===== src/hw/sfc_pkg.sv =====
package sfc_pkg;
  localparam logic [6:0]  ADDR_MOD2      = 7'h71;
  localparam logic [6:0]  ADDR_DEV       = 7'h72;
  localparam logic [6:0]  ADDR_OFS_LO    = 7'h73;
  localparam logic [6:0]  ADDR_OFS_HI    = 7'h74;
  localparam logic [6:0]  ADDR_BAND      = 7'h75;
  localparam logic [6:0]  ADDR_FC_HI     = 7'h76;
  localparam logic [6:0]  ADDR_FC_LO     = 7'h77;
  localparam logic [6:0]  ADDR_HOP_CH    = 7'h79;
  localparam logic [6:0]  ADDR_HOP_STEP  = 7'h7A;

  localparam logic [7:0]  RST_MOD2       = 8'h00;
  localparam logic [7:0]  RST_DEV        = 8'h20;
  localparam logic [7:0]  RST_OFS_LO     = 8'h00;
  localparam logic [1:0]  RST_OFS_HI     = 2'h0;
  localparam logic [7:0]  RST_BAND       = 8'h35;
  localparam logic [7:0]  RST_FC_HI      = 8'hBB;
  localparam logic [7:0]  RST_FC_LO      = 8'h80;
  localparam logic [7:0]  RST_HOP_CH     = 8'h00;
  localparam logic [7:0]  RST_HOP_STEP   = 8'h00;

  localparam int          FD8_BIT        = 2;
  localparam int          MODTYP_LSB     = 0;
  localparam int          DTMOD_LSB      = 4;
  localparam int          HBSEL_BIT      = 5;
  localparam int          SBSEL_BIT      = 6;
  localparam logic [1:0]  DTMOD_FIFO     = 2'h2;
  localparam logic [7:0]  BAND_WR_MASK   = 8'h7F;

  localparam logic [4:0]  FB_MAX         = 5'h17;
  localparam int          N_FIXED        = 24;
  localparam int          FRAC_MOD       = 64000;
  localparam int          REF_HZ         = 10000000;
  localparam int          HOP_STEP_HZ    = 10000;
  localparam int          DEV_STEP_HZ    = 625;
  localparam int          HOP_SCALE      = HOP_STEP_HZ * FRAC_MOD / REF_HZ;
  localparam int          DEV_SCALE      = DEV_STEP_HZ * FRAC_MOD / REF_HZ;

  localparam int          CLK_PERIOD_NS  = 20;
  localparam int          TUNE_TIME_NS   = 200000;
  localparam int          TUNE_CYCLES    = (TUNE_TIME_NS + CLK_PERIOD_NS - 1) / CLK_PERIOD_NS;

  localparam int          WORD_W         = 32;

  typedef enum logic [3:0] {
    ST_IDLE = 4'b0001,
    ST_TX   = 4'b0010,
    ST_RX   = 4'b0100,
    ST_TUNE = 4'b1000
  } sfc_state_t;
endpackage


===== src/hw/sfc_freq_ctrl.sv =====
module sfc_freq_ctrl
  import sfc_pkg::*;
#(
  parameter int TUNE_CNT = sfc_pkg::TUNE_CYCLES
)(
  input  wire logic                         REF_CLK,
  input  wire logic                         ARST_N,
  input  wire logic                         CE,
  input  wire logic                         REG_WR,
  input  wire logic                         REG_RD,
  input  wire logic [6:0]                   REG_ADDR,
  input  wire logic [7:0]                   REG_WDATA,
  output logic      [7:0]                   REG_RDATA,
  input  wire logic                         MODE_TX,
  input  wire logic                         MODE_RX,
  input  wire logic                         PKT_BUSY,
  input  wire logic                         TX_DATA,
  input  wire logic                         AFC_EN,
  input  wire logic signed [9:0]            AFC_CORR,
  output logic signed [sfc_pkg::WORD_W-1:0] SYNTH_WORD,
  output logic                              HALF_BAND,
  output logic                              SETTLING,
  output logic                              TX_ACTIVE,
  output logic                              RX_ACTIVE
);
  import sfc_pkg::*;

  logic [7:0]               mod2_reg;
  logic [7:0]               dev_reg;
  logic [7:0]               ofs_lo_reg;
  logic [1:0]               ofs_hi_reg;
  logic [7:0]               band_reg;
  logic [7:0]               fc_hi_reg;
  logic [7:0]               fc_lo_reg;
  logic [7:0]               hop_ch_reg;
  logic [7:0]               hop_step_reg;
  sfc_state_t               state_reg;
  sfc_state_t               state_next;
  logic                     ret_tx_reg;
  logic                     pend_reg;
  logic [31:0]              cnt_reg;
  logic signed [WORD_W-1:0] base_reg;
  logic signed [WORD_W-1:0] base_calc;
  logic signed [WORD_W-1:0] dev_term;
  logic signed [WORD_W-1:0] word_next;
  logic signed [9:0]        ofs_sel;
  logic [8:0]               dev_code;
  logic                     hop_wr;
  logic                     fifo_tx;
  logic                     hold_pkt;
  logic                     tune_done;
  logic                     load;
  logic                     afc_on_reg;

  function automatic logic [4:0] clamp_fb(input logic [4:0] v);
    clamp_fb = (v > FB_MAX) ? FB_MAX : v;
  endfunction

  assign hop_wr    = REG_WR && (REG_ADDR == ADDR_HOP_CH || REG_ADDR == ADDR_HOP_STEP);
  assign fifo_tx   = mod2_reg[DTMOD_LSB +: 2] == DTMOD_FIFO;
  assign hold_pkt  = fifo_tx && PKT_BUSY;
  assign tune_done = cnt_reg >= 32'(TUNE_CNT - 1);
  assign dev_code  = {mod2_reg[FD8_BIT], dev_reg};

  // register writes
  always_ff @(posedge REF_CLK or negedge ARST_N) begin
    if (!ARST_N) begin
      mod2_reg     <= RST_MOD2;
      dev_reg      <= RST_DEV;
      ofs_lo_reg   <= RST_OFS_LO;
      ofs_hi_reg   <= RST_OFS_HI;
      band_reg     <= RST_BAND;
      fc_hi_reg    <= RST_FC_HI;
      fc_lo_reg    <= RST_FC_LO;
      hop_ch_reg   <= RST_HOP_CH;
      hop_step_reg <= RST_HOP_STEP;
    end else if (CE && REG_WR) begin
      if (REG_ADDR == ADDR_MOD2) begin
        mod2_reg <= REG_WDATA;
      end else if (REG_ADDR == ADDR_DEV) begin
        dev_reg <= REG_WDATA;
      end else if (REG_ADDR == ADDR_OFS_LO) begin
        ofs_lo_reg <= REG_WDATA;
      end else if (REG_ADDR == ADDR_OFS_HI) begin
        ofs_hi_reg <= REG_WDATA[1:0];
      end else if (REG_ADDR == ADDR_BAND) begin
        band_reg <= {REG_WDATA[7:5] & BAND_WR_MASK[7:5], clamp_fb(REG_WDATA[4:0])};
      end else if (REG_ADDR == ADDR_FC_HI) begin
        fc_hi_reg <= REG_WDATA;
      end else if (REG_ADDR == ADDR_FC_LO) begin
        fc_lo_reg <= REG_WDATA;
      end else if (REG_ADDR == ADDR_HOP_CH) begin
        hop_ch_reg <= REG_WDATA;
      end else if (REG_ADDR == ADDR_HOP_STEP) begin
        hop_step_reg <= REG_WDATA;
      end
    end
  end

  // register reads
  always_ff @(posedge REF_CLK or negedge ARST_N) begin
    if (!ARST_N) begin
      REG_RDATA <= 8'h00;
    end else if (CE && REG_RD) begin
      if (REG_ADDR == ADDR_MOD2) begin
        REG_RDATA <= mod2_reg;
      end else if (REG_ADDR == ADDR_DEV) begin
        REG_RDATA <= dev_reg;
      end else if (REG_ADDR == ADDR_OFS_LO) begin
        REG_RDATA <= ofs_lo_reg;
      end else if (REG_ADDR == ADDR_OFS_HI) begin
        REG_RDATA <= {6'h00, ofs_hi_reg};
      end else if (REG_ADDR == ADDR_BAND) begin
        REG_RDATA <= band_reg;
      end else if (REG_ADDR == ADDR_FC_HI) begin
        REG_RDATA <= fc_hi_reg;
      end else if (REG_ADDR == ADDR_FC_LO) begin
        REG_RDATA <= fc_lo_reg;
      end else if (REG_ADDR == ADDR_HOP_CH) begin
        REG_RDATA <= hop_ch_reg;
      end else if (REG_ADDR == ADDR_HOP_STEP) begin
        REG_RDATA <= hop_step_reg;
      end else begin
        REG_RDATA <= 8'h00;
      end
    end
  end

  // one shared offset path into the calculator: manual code or automatic correction
  always_comb begin
    if (AFC_EN && state_reg == ST_RX) begin
      ofs_sel = AFC_CORR;
    end else begin
      ofs_sel = signed'({ofs_hi_reg, ofs_lo_reg});
    end
  end

  sfc_ratio_calc u_calc (
    .clk       (REF_CLK),
    .arst_n    (ARST_N),
    .fb        (band_reg[4:0]),
    .fc        ({fc_hi_reg, fc_lo_reg}),
    .hbsel     (band_reg[HBSEL_BIT]),
    .hop_step  (hop_step_reg),
    .hop_chan  (hop_ch_reg),
    .ofs       (ofs_sel),
    .base_word (base_calc),
    .hop_term  ()
  );

  // mode sequencer
  always_comb begin
    state_next = state_reg;
    case (state_reg)
      ST_IDLE: begin
        if (MODE_TX || MODE_RX) begin
          state_next = ST_TUNE;
        end
      end
      ST_TX: begin
        if (!MODE_TX) begin
          state_next = ST_IDLE;
        end else if ((hop_wr || pend_reg) && !hold_pkt) begin
          state_next = ST_TUNE;
        end
      end
      ST_RX: begin
        if (!MODE_RX) begin
          state_next = ST_IDLE;
        end else if (hop_wr) begin
          state_next = ST_TUNE;
        end
      end
      ST_TUNE: begin
        if (tune_done) begin
          state_next = ret_tx_reg ? ST_TX : ST_RX;
        end
      end
      default: state_next = ST_IDLE;
    endcase
  end

  always_ff @(posedge REF_CLK or negedge ARST_N) begin
    if (!ARST_N) begin
      state_reg <= ST_IDLE;
    end else if (CE) begin
      state_reg <= state_next;
    end
  end

  // return target for the settle pass
  always_ff @(posedge REF_CLK or negedge ARST_N) begin
    if (!ARST_N) begin
      ret_tx_reg <= 1'b0;
    end else if (CE && state_reg == ST_IDLE) begin
      ret_tx_reg <= MODE_TX;
    end
  end

  // deferred hop while a FIFO packet is in flight
  always_ff @(posedge REF_CLK or negedge ARST_N) begin
    if (!ARST_N) begin
      pend_reg <= 1'b0;
    end else if (CE) begin
      if (state_reg == ST_TX && hop_wr && hold_pkt) begin
        pend_reg <= 1'b1;
      end else if (state_reg != ST_TX) begin
        pend_reg <= 1'b0;
      end
    end
  end

  // settle counter
  always_ff @(posedge REF_CLK or negedge ARST_N) begin
    if (!ARST_N) begin
      cnt_reg <= 32'h0000_0000;
    end else if (CE) begin
      cnt_reg <= (state_reg == ST_TUNE) ? cnt_reg + 32'h0000_0001 : 32'h0000_0000;
    end
  end

  // correction was on last cycle: one more reload brings the manual code back
  always_ff @(posedge REF_CLK or negedge ARST_N) begin
    if (!ARST_N) begin
      afc_on_reg <= 1'b0;
    end else if (CE) begin
      afc_on_reg <= AFC_EN;
    end
  end

  // atomic base word: tracks while idle and in receive with correction on, loaded once per retune
  assign load = (state_reg == ST_IDLE) || (state_reg == ST_TUNE && cnt_reg == 32'h0000_0000)
              || (state_reg == ST_RX && (AFC_EN || afc_on_reg));
  always_ff @(posedge REF_CLK or negedge ARST_N) begin
    if (!ARST_N) begin
      base_reg <= '0;
    end else if (CE && load) begin
      base_reg <= base_calc;
    end
  end

  // symmetric deviation, fixed 625 Hz steps regardless of band
  always_comb begin
    dev_term = signed'((WORD_W'(dev_code) * WORD_W'(DEV_SCALE)) >> band_reg[HBSEL_BIT]);
    if (state_reg == ST_TX && mod2_reg[MODTYP_LSB + 1]) begin
      word_next = TX_DATA ? base_reg + dev_term : base_reg - dev_term;
    end else begin
      word_next = base_reg;
    end
  end

  always_ff @(posedge REF_CLK or negedge ARST_N) begin
    if (!ARST_N) begin
      SYNTH_WORD <= '0;
    end else if (CE) begin
      SYNTH_WORD <= word_next;
    end
  end

  assign HALF_BAND = band_reg[HBSEL_BIT];
  assign SETTLING  = state_reg == ST_TUNE;
  assign TX_ACTIVE = state_reg == ST_TX;
  assign RX_ACTIVE = state_reg == ST_RX;
endmodule


===== src/hw/sfc_ratio_calc.sv =====
module sfc_ratio_calc
  import sfc_pkg::*;
(
  input  wire logic                     clk,
  input  wire logic                     arst_n,
  input  wire logic [4:0]               fb,
  input  wire logic [15:0]              fc,
  input  wire logic                     hbsel,
  input  wire logic [7:0]               hop_step,
  input  wire logic [7:0]               hop_chan,
  input  wire logic signed [9:0]        ofs,
  output logic signed [sfc_pkg::WORD_W-1:0] base_word,
  output logic signed [sfc_pkg::WORD_W-1:0] hop_term
);
  logic [WORD_W-1:0] hop_raw;
  logic [WORD_W-1:0] int_part;

  always_comb begin
    hop_raw   = WORD_W'(hop_step) * WORD_W'(hop_chan) * WORD_W'(HOP_SCALE);
    hop_term  = signed'(hop_raw >> hbsel);
    int_part  = (WORD_W'(fb) + WORD_W'(N_FIXED)) * WORD_W'(FRAC_MOD);
    base_word = signed'(int_part) + signed'(WORD_W'(fc)) + hop_term
              + WORD_W'(ofs);
  end
endmodule


===== config.mk =====
export PLATFORM = sky130hd
export DESIGN_NAME = sfc_freq_ctrl
export DESIGN_NICKNAME = d
export VERILOG_FILES = /design/src/hw/sfc_pkg.sv /design/src/hw/sfc_freq_ctrl.sv /design/src/hw/sfc_ratio_calc.sv
export SDC_FILE = /design/constraint.sdc
export NUM_CORES = 1
export LEC_CHECK = 0
export BUFFER_PORTS_ARGS = -buffer_cell sky130_fd_sc_hd__buf_2
export CORE_ASPECT_RATIO = 1.5
export CORE_MARGIN = 4
export CORE_UTILIZATION = 25
export DETAILED_ROUTE_END_ITERATION = 8
export GPL_ROUTABILITY_DRIVEN = 0
export GPL_TIMING_DRIVEN = 0
export HOLD_SLACK_MARGIN = 0.05
export PLACE_DENSITY = 0.35
export SLEW_MARGIN = 20
export SYNTH_ARGS = -nofsm -noshare
export SYNTH_HDL_FRONTEND = slang
export SYNTH_SLANG_ARGS = --single-unit

===== constraint.sdc =====
create_clock -name REF_CLK -period 16.82 [get_ports REF_CLK]
set_input_delay 1.682 -clock REF_CLK [delete_from_list [all_inputs] [get_ports REF_CLK]]
set_output_delay 1.682 -clock REF_CLK [all_outputs]
set_load 0.01 [all_outputs]

==> impl_metrics.tcl, run 1 <==
set metrics [dict create \
    p_seq_share_pct 30.7 \
    drcViolationCount 0 \
    synth_ff_type "dfrtp_1" \
    final_util_pct 28.7 \
    holdCritPathClass "flip-flop to flip-flop" \
    ys_top_cells_by_count "dfrtp_1 (163), nand2_1 (152), ha_1 (143)" \
    drive_gt1_share_pct 12.9 \
    worstMarginPinSlew_ns 0.991 \
    finalHoldViolations 0 \
    synth-edff-count 0 \
    area_growth_pct 13.4 \
    rsz0062_at_grt "no" \
    viasPerCell 4.76 \
    nets 1987 \
    fp.dieArea_sq_mm 0.0638 \
    dp_slack_ns 8.68 \
    r2r-end "base_reg[25]" \
    hp-start "REG_RDATA[6]" \
    htreeDepth 4 \
    cts_inserted_buffers 17 \
    required_ns 17.20 \
    async_flop_share_pct 100 \
    finalClockSkew_ns 0.0189 \
    setup_viol 0 \
    setup_tns_ns 0 \
    power.switching_uw 830 \
    instances_no_fill 2527 \
    initial_core_util_pct 25.3 \
    die_y_um 307 \
    maxCapViolations 0 \
    timing.fmax_ghz 0.124 \
    crit_family "adder cells" \
    wl_per_cell_um 19.7 \
    crit_fanout 10 \
    crit_cells 28 \
    synth-seq-area-share_pct 29.6 \
    rows 109 \
    via_count 12038 \
    cts_sinks 176 \
    grt_antenna_before_repair 0 \
    drtPass1Iterations 5 \
    setup_slack_ns 8.76 \
    hold_end "REG_RDATA[6]" \
    cts.clk_slew.worst_paths_ns 0.08 \
    dp.cells 2495 \
    slowest_delay_ns 0.55 \
    grt_pass1_vias 12661 \
    r2r-start "hop_step_reg[0]" \
    syn-num-nets 1891 \
    ant_nets 0 \
    r2r_cells 28 \
    power_frac_clock_pct 21.3 \
    synthesis.area_sq_mm 0.0149 \
    postCtsSetupRepairBufs 0 \
    fillers 6369 \
    synthCells 1641 \
    grt_pass1_wl_um 76900 \
    cp_common_cell "fa_1" \
    swShare_pct 43.8 \
    initialDrtViolationCount 596 \
    finalCriticalPeriod_ns 8.06 \
    synth_area_leader_cell "dfrtp_1" \
    r2r_setup_slack_ns 8.76 \
    start_kind "flip-flop" \
    port_buffers 75 \
    fin_crit_sh_pct 47.9 \
    core_area_sq_mm 0.0591 \
    grt_max_degree 88 \
    ys_seq_elements 176 \
    ir_drop_mv 0.0765 \
    synth_area_leaders "dfrtp_1 (27%), ha_1 (12%), fa_1 (9.6%)" \
    path_class "flip-flop to flip-flop" \
    cts_resized 0 \
    yosys_warnings 0 \
    num_antenna_cells 0 \
    hold_buffers 0 \
    end_kind "flip-flop" \
    hold_ws_ns 0.485 \
    cts_tree "done" \
    power_density_mw_per_mm2 112 \
    root_buffer "clkbuf_16" \
    dieWidth_um 208 \
    internal-power_mw 1.06 \
    min_path_cells 2 \
    combPwrFrac_pct 48.0 \
    cp.arrival_ns 8.44 \
    hpwl_um 40400 \
    clockBufferDepth 2 \
    wl_um 49700 \
    cp_num_buf_inv 4 \
    num_io_pins 79 \
    clk_latency_ns 0.47 \
    yosysUniqueCellTypes 74 \
    outcome "finished clean" \
    yosysMostFrequentCell "dfrtp_1" \
    drv_slew 0 \
    relSlewSlack_pct 33.4 \
    syn_area_per_cell_sq_um 9.11 \
    overflow 0 \
    p_leak_nw 8.25 \
    synthDominantCellAreaShare_pct 27.3 \
    grtUsageTotal_pct 15.6 \
    cp_slowest_cell "fa_1" \
]
## power by group through the flow
stage	Combinational [mW]	Clock, mW	Sequential (mW)
final	0.909	0.404	0.581
after floorplan	0.649	0	0.566
after global placement	0.918	0	0.590
after global routing	1.04	0.435	0.594
after CTS	0.927	0.417	0.583
after detailed placement	0.918	0	0.591
## worst register-to-register path, delay by kind of cell, from the launching register on
| kind | cells | cell delay, ns |
|---|---|---|
| fa+ha+maj | 8 | 3.69 |
| compound gates | 10 | 2.34 |
| buf+inv | 4 | 0.60 |
| simple gates | 3 | 0.38 |
| flops | 1 | 0.35 |
| xor+xnor | 2 | 0.32 |
| mux | 1 | 0.30 |
## final cells by class
class | instances | area, sq um | share of cell area, %
sequential | 176 | 4420 | 26.1
buffer | 59 | 225 | 1.33
inverter | 129 | 484 | 2.86
clock buffer | 17 | 425 | 2.51
tap | 777 | 972 | 5.74
timing repair buffer | 77 | 440 | 2.60
multi-input combinational | 1277 | 9830 | 58.0
clock inverter | 15 | 143 | 0.842
## cells by family after synthesis
logic type / synth area share [%]
fa+ha+maj: 21.6
mux: 7.27
simple gates: 15.8
compound gates: 15.4
xor+xnor: 5.62
flops: 29.6
buf+inv: 4.75
## stage by stage
stage / area (sq um) / total power [mW]
3_3_place_gp: 16300 / 1.51
4_1_cts: 16900 / 1.93
2_1_floorplan: 14900 / 1.22
3_5_place_dp: 16400 / 1.51
6_report: 16900 / 1.89
5_1_grt: 16900 / 2.07
## placed cells by master (no fill, tap or decap), types with 13 or more instances in the layout
cell         n
dfrtp_1    163
nand2_1    152
ha_1       143
nor2_1     142
inv_1      126
a21oi_1    112
o21ai_0     94
buf_2       77
mux2_2      75
fa_1        72
and2_1      55
clkbuf_1    52
xor2_1      51
xnor2_1     45
a21o_1      38
nand3_1     35
mux2i_1     22
nor3_1      22
a31oi_1     17
and3_1      17
clkbuf_16   17
nor2b_1     15
nand2b_1    13
nand4_1     13
dfstp_2     13
## worst max-delay path by stage
stage | from | endpoint | slack, ns
after floorplan | hop_ch_reg[7] | base_reg[25] | 9.87
after global placement | hop_step_reg[0] | base_reg[25] | 8.63
after detailed placement | hop_step_reg[0] | base_reg[25] | 8.68
after CTS | hop_step_reg[0] | base_reg[25] | 8.62
after global routing | hop_step_reg[0] | base_reg[25] | 8.16
final | hop_step_reg[0] | base_reg[25] | 8.76
## per-layer routing
layer	vias to the layer above	GRT usage, %	share of wire [%]
met5	-	0	0
met4	0	4.49	2.0
met3	48	1.75	2.2
met2	169	30.7	56
met1	5944	17.6	40
li1	5877	-	-
Power figures use the tool's default switching activity.
==> run 2: changes to the inputs <==
--- a/config.mk
+++ b/config.mk
@@ -5,6 +5,7 @@
 export SDC_FILE = /design/constraint.sdc
 export NUM_CORES = 1
 export LEC_CHECK = 0
+export ABC_AREA = 1
 export BUFFER_PORTS_ARGS = -buffer_cell sky130_fd_sc_hd__buf_2
 export CORE_ASPECT_RATIO = 1.5
 export CORE_MARGIN = 4
==> constraint.sdc (replaced) <==
create_clock -name REF_CLK -period 7.7 [get_ports REF_CLK]
set_input_delay 0.77 -clock REF_CLK [delete_from_list [all_inputs] [get_ports REF_CLK]]
set_output_delay 0.77 -clock REF_CLK [all_outputs]
set_load 0.01 [all_outputs]
==> impl_metrics.tcl, run 2 <==
set metrics [dict create \
    path_class "flip-flop to flip-flop" \
    ys_seq_elements 176 \
    num_antenna_cells 0 \
    port_buffers 77 \
    num_io_pins 79 \
    power_density_mw_per_mm2 231 \
    hold_ws_ns 0.165 \
    rows 114 \
    wl_per_cell_um 18.3 \
    final_cell_area_sq_mm 0.0184 \
    clk_latency_ns 0.47 \
    internal-power_mw 2.34 \
    setup_slack_ns 0.545 \
    synthDominantCellAreaShare_pct 25.1 \
    timing.fmax_ghz 0.140 \
    finalHoldViolations 0 \
    finalCriticalPeriod_ns 7.16 \
    finalClockSkew_ns 0.0160 \
    combPwrFrac_pct 48.5 \
    fp.dieArea_sq_mm 0.0693 \
    synth_ff_type "dfrtp_1" \
    yosysUniqueCellTypes 55 \
    power_frac_clock_pct 22.7 \
    grt_pass1_vias 15501 \
    syn-num-nets 2519 \
    power.total_mw 4.24 \
    via_count 14878 \
    grt_antenna_before_repair 0 \
    p_leak_nw 9.70 \
    power.switching_mw 1.90 \
    drv_slew 0 \
    hpwl_um 49100 \
    grtUsageTotal_pct 17.0 \
    drtPass1Iterations 5 \
    cts_inserted_buffers 17 \
    postCtsSetupRepairBufs 0 \
    start_kind "flip-flop" \
    root_buffer "clkbuf_16" \
    r2r-start "hop_step_reg[3]" \
    most-common-layout-cells "nand2_1 (610), inv_1 (354), o21ai_0 (179), dfrtp_1 (158), nor2_1 (151)" \
    synthesis.area_sq_mm 0.0163 \
    rsz0062_at_grt "no" \
    ir_drop_mv 0.173 \
    dp_slack_ns 0.199 \
    yosysMostFrequentCell "nand2_1" \
    outcome "finished clean" \
    final_util_pct 28.5 \
    end_kind "flip-flop" \
    wl_um 59300 \
    drive_gt1_share_pct 9.17 \
    synth-edff-count 0 \
    dieWidth_um 216 \
    synthCells 2269 \
    cts.clk_slew.worst_paths_ns 0.08 \
    relSlewSlack_pct 46.0 \
    cp.arrival_ns 7.50 \
    core_area_sq_mm 0.0645 \
    yosys_warnings 0 \
    crit_fanout 10 \
    cts_tree "done" \
    synth_area_leader_cell "dfrtp_1" \
    maxCapViolations 0 \
    swShare_pct 44.9 \
    placed_cell_area_sq_mm 0.0178 \
    grt_pass1_wl_um 90800 \
    ant_nets 0 \
    syn_area_per_cell_sq_um 7.17 \
    initial_core_util_pct 25.2 \
    grt_max_degree 78 \
    worstSetupStartpoint "hop_step_reg[3]" \
    worstMarginPinSlew_ns 0.810 \
    p_seq_share_pct 28.8 \
    required_ns 8.04 \
    fin_crit_sh_pct 92.9 \
    instances_no_fill 3237 \
    synth-seq-area-share_pct 27.2 \
    cts_sinks 176 \
    overflow 0 \
    dp.cells 3218 \
    ys_top_cells_by_count "nand2_1 (610), inv_1 (354), o21ai_0 (179)" \
    viasPerCell 4.60 \
    setup_viol 0 \
    fillers 7223 \
    synth_area_leaders "dfrtp_1 (25%), nand2_1 (14%), ha_1 (11%)" \
    drcViolationCount 0 \
    layout_commonest_cell "nand2_1" \
    htreeDepth 4 \
    nets 2604 \
    async_flop_share_pct 100 \
    initialDrtViolationCount 704 \
    clockBufferDepth 2 \
    area_growth_pct 13.0 \
    setup_tns_ns 0 \
    die_y_um 320 \
    holdCritPathClass "input pin to async pin" \
]
-- run 2: cell count changes in the layout (fill, tap and decap cells not counted), sizes merged, moves of 20 or more --
cell	previous run	this run
clkbuf	69	41
inv	135	372
xor2	51	19
nand3	35	114
buf	84	104
o21ai	98	202
nand2	152	618
and2	55	3
nand4	13	34
mux2	75	6
mux2i	23	3
a21o	38	9
-- run 2: cell families (layout without fill, tap and decap cells) --
family / after synthesis / in the layout / share of synthesized area (%)
AOI/OAI and AO/OA: 403 / 403 / 13.5
and+or+nand+nor: 991 / 991 / 26.1
DFF: 176 / 176 / 27.2
adders and majority gates: 215 / 215 / 19.9
buffers and inverters: 427 / 525 / 10.2
xor gates and xnor gates: 48 / 48 / 2.58
muxes: 9 / 9 / 0.600
-- run 2: layer usage --
metal  vias up  global-route usage, %  wire, um
met3        74                   1.60      1210
met1      7105                   18.6     23100
li1       7443                      -         -
met4         0                   6.56      2150
met5         -                      0         0
met2       256                   33.6     32800
-- run 2: cell type report --
class	instances	area [sq um]	area share, %
timing repair buffer	79	450	2.45
inverter	368	1380	7.51
tap	870	1090	5.92
clock inverter	12	171	0.932
multi-input combinational	1666	10200	55.5
clock buffer	20	447	2.43
buffer	46	224	1.22
sequential	176	4430	24.1
-- run 2: worst paths after layout --
check	end	slack, ns	cells past startpoint
min in group REF_CLK	SYNTH_WORD[31]	0.47	2
setup reg to reg	base_reg[29]	0.54	26
hold / removal	SYNTH_WORD[25]	0.17	1
max in group asynchronous	state_reg[0]	6.75	2
hold reg to reg	SYNTH_WORD[31]	0.47	2
setup / recovery	base_reg[29]	0.54	26
-- run 2: power by group through the flow --
stage,logic [mW],clock network (mW),registers (mW)
global placement,2.09,0,1.23
global route,2.39,1.03,1.24
CTS,2.11,1.00,1.21
detailed placement,2.09,0,1.23
finish,2.06,0.964,1.22
floorplan,1.44,0,1.21
-- run 2: worst max-delay path, stage by stage, from the launching register on --
cell,delay (ns)
dfrtp_1,0.65
nand2_1,0.15
fa_1,0.51
fa_1,0.49
inv_1,0.06
fa_1,0.54
inv_1,0.07
fa_1,0.55
inv_1,0.05
ha_1,0.34
a21oi_1,0.20
o21ai_0,0.10
a21oi_1,0.21
o21ai_0,0.18
xnor2_1,0.19
o21ai_0,0.34
fa_1,0.49
ha_1,0.31
ha_1,0.36
nand2_1,0.12
o21ai_0,0.25
a21oi_1,0.08
or2_2,0.32
nand4_1,0.12
inv_1,0.05
nand2_1,0.14
o21ai_0,0.11
-- run 2: timing repair --
| item | 4_1_cts | 5_1_grt |
|---|---|---|
| setup endpoints to repair | 0 | 11 |
| gates resized for setup | 0 | 5 |
| hold buffers | 0 | 0 |
==> run 3: changes to the inputs <==
--- a/config.mk
+++ b/config.mk
@@ -14,7 +14,7 @@
 export GPL_ROUTABILITY_DRIVEN = 0
 export GPL_TIMING_DRIVEN = 0
 export HOLD_SLACK_MARGIN = 0.05
-export PLACE_DENSITY = 0.35
+export PLACE_DENSITY = 0.37
 export SLEW_MARGIN = 20
 export SYNTH_ARGS = -nofsm -noshare
 export SYNTH_HDL_FRONTEND = slang
==> constraint.sdc (replaced) <==
create_clock -name REF_CLK -period 6.2 [get_ports REF_CLK]
set_input_delay 0.62 -clock REF_CLK [delete_from_list [all_inputs] [get_ports REF_CLK]]
set_output_delay 0.62 -clock REF_CLK [all_outputs]
set_load 0.01 [all_outputs]
==> impl_metrics.tcl, run 3 (synthesized netlist as in run 2, its figures left out) <==
set metrics [dict create \
    clockBufferDepth 2 \
    cp_common_cell "fa_1" \
    viasPerCell 4.55 \
    most-common-layout-cells "nand2_1 (581), inv_1 (346), o21ai_0 (155), dfrtp_1 (151), nor2_1 (137)" \
    hold_ws_ns 0.389 \
    outcome "finished clean" \
    instances_no_fill 3288 \
    die_y_um 320 \
    start_kind "flip-flop" \
    fp.dieArea_sq_mm 0.0693 \
    root_buffer "clkbuf_16" \
    grt_pass1_vias 15526 \
    dp.cells 3218 \
    ant_nets 0 \
    core_area_sq_mm 0.0645 \
    clk_latency_ns 0.47 \
    wl_per_cell_um 17.9 \
    htreeDepth 4 \
    end_kind "flip-flop" \
    cts.clk_slew.worst_paths_ns 0.07 \
    wl_um 59000 \
    grt_pass1_wl_um 90500 \
    cts_inserted_buffers 17 \
    finalHoldViolations 0 \
    holdCritPathClass "input pin to flip-flop" \
    hpwl_um 47900 \
    port_buffers 77 \
    cp.arrival_ns 6.48 \
    maxCapViolations 0 \
    relSlewSlack_pct 45.2 \
    drtPass1Iterations 5 \
    overflow 0 \
    nets 2655 \
    cp_slowest_cell "fa_1" \
    initialDrtViolationCount 641 \
    power_density_mw_per_mm2 303 \
    fin_crit_sh_pct 99.0 \
    r2r_cells 26 \
    num_antenna_cells 0 \
    p_leak_nw 10.2 \
    path_class "flip-flop to flip-flop" \
    drive_gt1_share_pct 17.3 \
    rows 114 \
    setup_tns_ns 0 \
    cts_tree "done" \
    min_path_cells 3 \
    crit_family "adder cells" \
    crit_fanout 5 \
    via_count 14957 \
    drv_slew 0 \
    grtUsageTotal_pct 16.9 \
    finalClockSkew_ns 0.0214 \
    cp_num_buf_inv 4 \
    initial_core_util_pct 25.2 \
    crit_cells 26 \
    required_ns 6.54 \
    slowest_delay_ns 0.57 \
    grt_max_degree 74 \
    num_io_pins 79 \
    rsz0062_at_grt "yes" \
    area_growth_pct 21.2 \
    setup_viol 0 \
    grt_antenna_before_repair 0 \
    ir_drop_mv 0.221 \
    layout_commonest_cell "nand2_1" \
    worstMarginPinSlew_ns 0.822 \
    finalCriticalPeriod_ns 6.14 \
    dieWidth_um 216 \
    drcViolationCount 0 \
    timing.fmax_ghz 0.163 \
    cts_sinks 176 \
]
## run 3: worst paths after layout
check / from / endpoint / slack (ns)
max in group asynchronous: ARST_N / hop_step_reg[6] / 4.84
worst max-delay path: hop_step_reg[3] / base_reg[28] / 0.06
worst min-delay path: REG_WDATA[6] / band_reg[6] / 0.39
worst min register to register: SYNTH_WORD[9] / SYNTH_WORD[9] / 0.47
worst max register to register: hop_step_reg[3] / base_reg[28] / 0.06
min in group asynchronous: ARST_N / SYNTH_WORD[23] / 0.61
## run 3: area by class of cell
class / count / area (sq um)
fill: 7134 / 44700
multi-input combinational: 1666 / 11100
sequential: 176 / 4440
inverter: 368 / 1390
tap: 870 / 1090
timing repair buffer: 129 / 873
clock buffer: 19 / 433
buffer: 47 / 249
clock inverter: 13 / 178
## run 3: through the flow
step	total power [mW]	utilization [%]	setup WS [ns]	cell area [sq um]
floorplan	3.30	-	0.00202	16300
global placement	4.10	27.5	-1.30	17700
detailed placement	4.10	27.6	-1.27	17800
CTS	5.75	29.8	0.00271	19200
global route	6.46	30.6	-0.180	19700
finish	5.98	30.6	0.0632	19700
## run 3: power breakdown
| group | total (mW) | leakage (nW) | internal, mW | switching (mW) |
|---|---|---|---|---|
| Clock | 1.18 | 0.296 | 0.644 | 0.537 |
| Combinational | 3.29 | 7.55 | 1.27 | 2.02 |
| Sequential | 1.51 | 2.31 | 1.35 | 0.164 |
| Total | 5.98 | 10.2 | 3.26 | 2.72 |
## run 3: what timing repair did
item | CTS | global route
setup endpoints to repair | 19 | 18
pin swaps | 48 | 70
hold buffers | 1 | 0
resized for setup | 124 | 106
endpoints found under the hold margin | 33 | 0
buffers inserted | 34 | 15
## run 3: metal layers
layer	global-route usage (%)	routed length (um)
met5	0	0
met4	4.95	1310
met3	1.48	998
met2	34.1	33700
met1	18.6	23000
## run 3: worst register-to-register path: stages (launching register included)
cell and delay, ns:
dfrtp_2 0.46, buf_4 0.16, nand2_1 0.05, inv_1 0.05
fa_1 0.48, fa_1 0.51, fa_1 0.49, inv_1 0.06
fa_1 0.57, inv_2 0.06, ha_4 0.30, nand2_2 0.09
nor2_4 0.14, nand3_2 0.11, nand3_4 0.13, xor2_4 0.24
o21ai_4 0.10, fa_1 0.57, ha_4 0.22, ha_4 0.34
nand2_4 0.09, o21ai_1 0.24, a21oi_1 0.13, nand4_1 0.16
nand2_1 0.09, nand2_2 0.08, o21ai_0 0.07
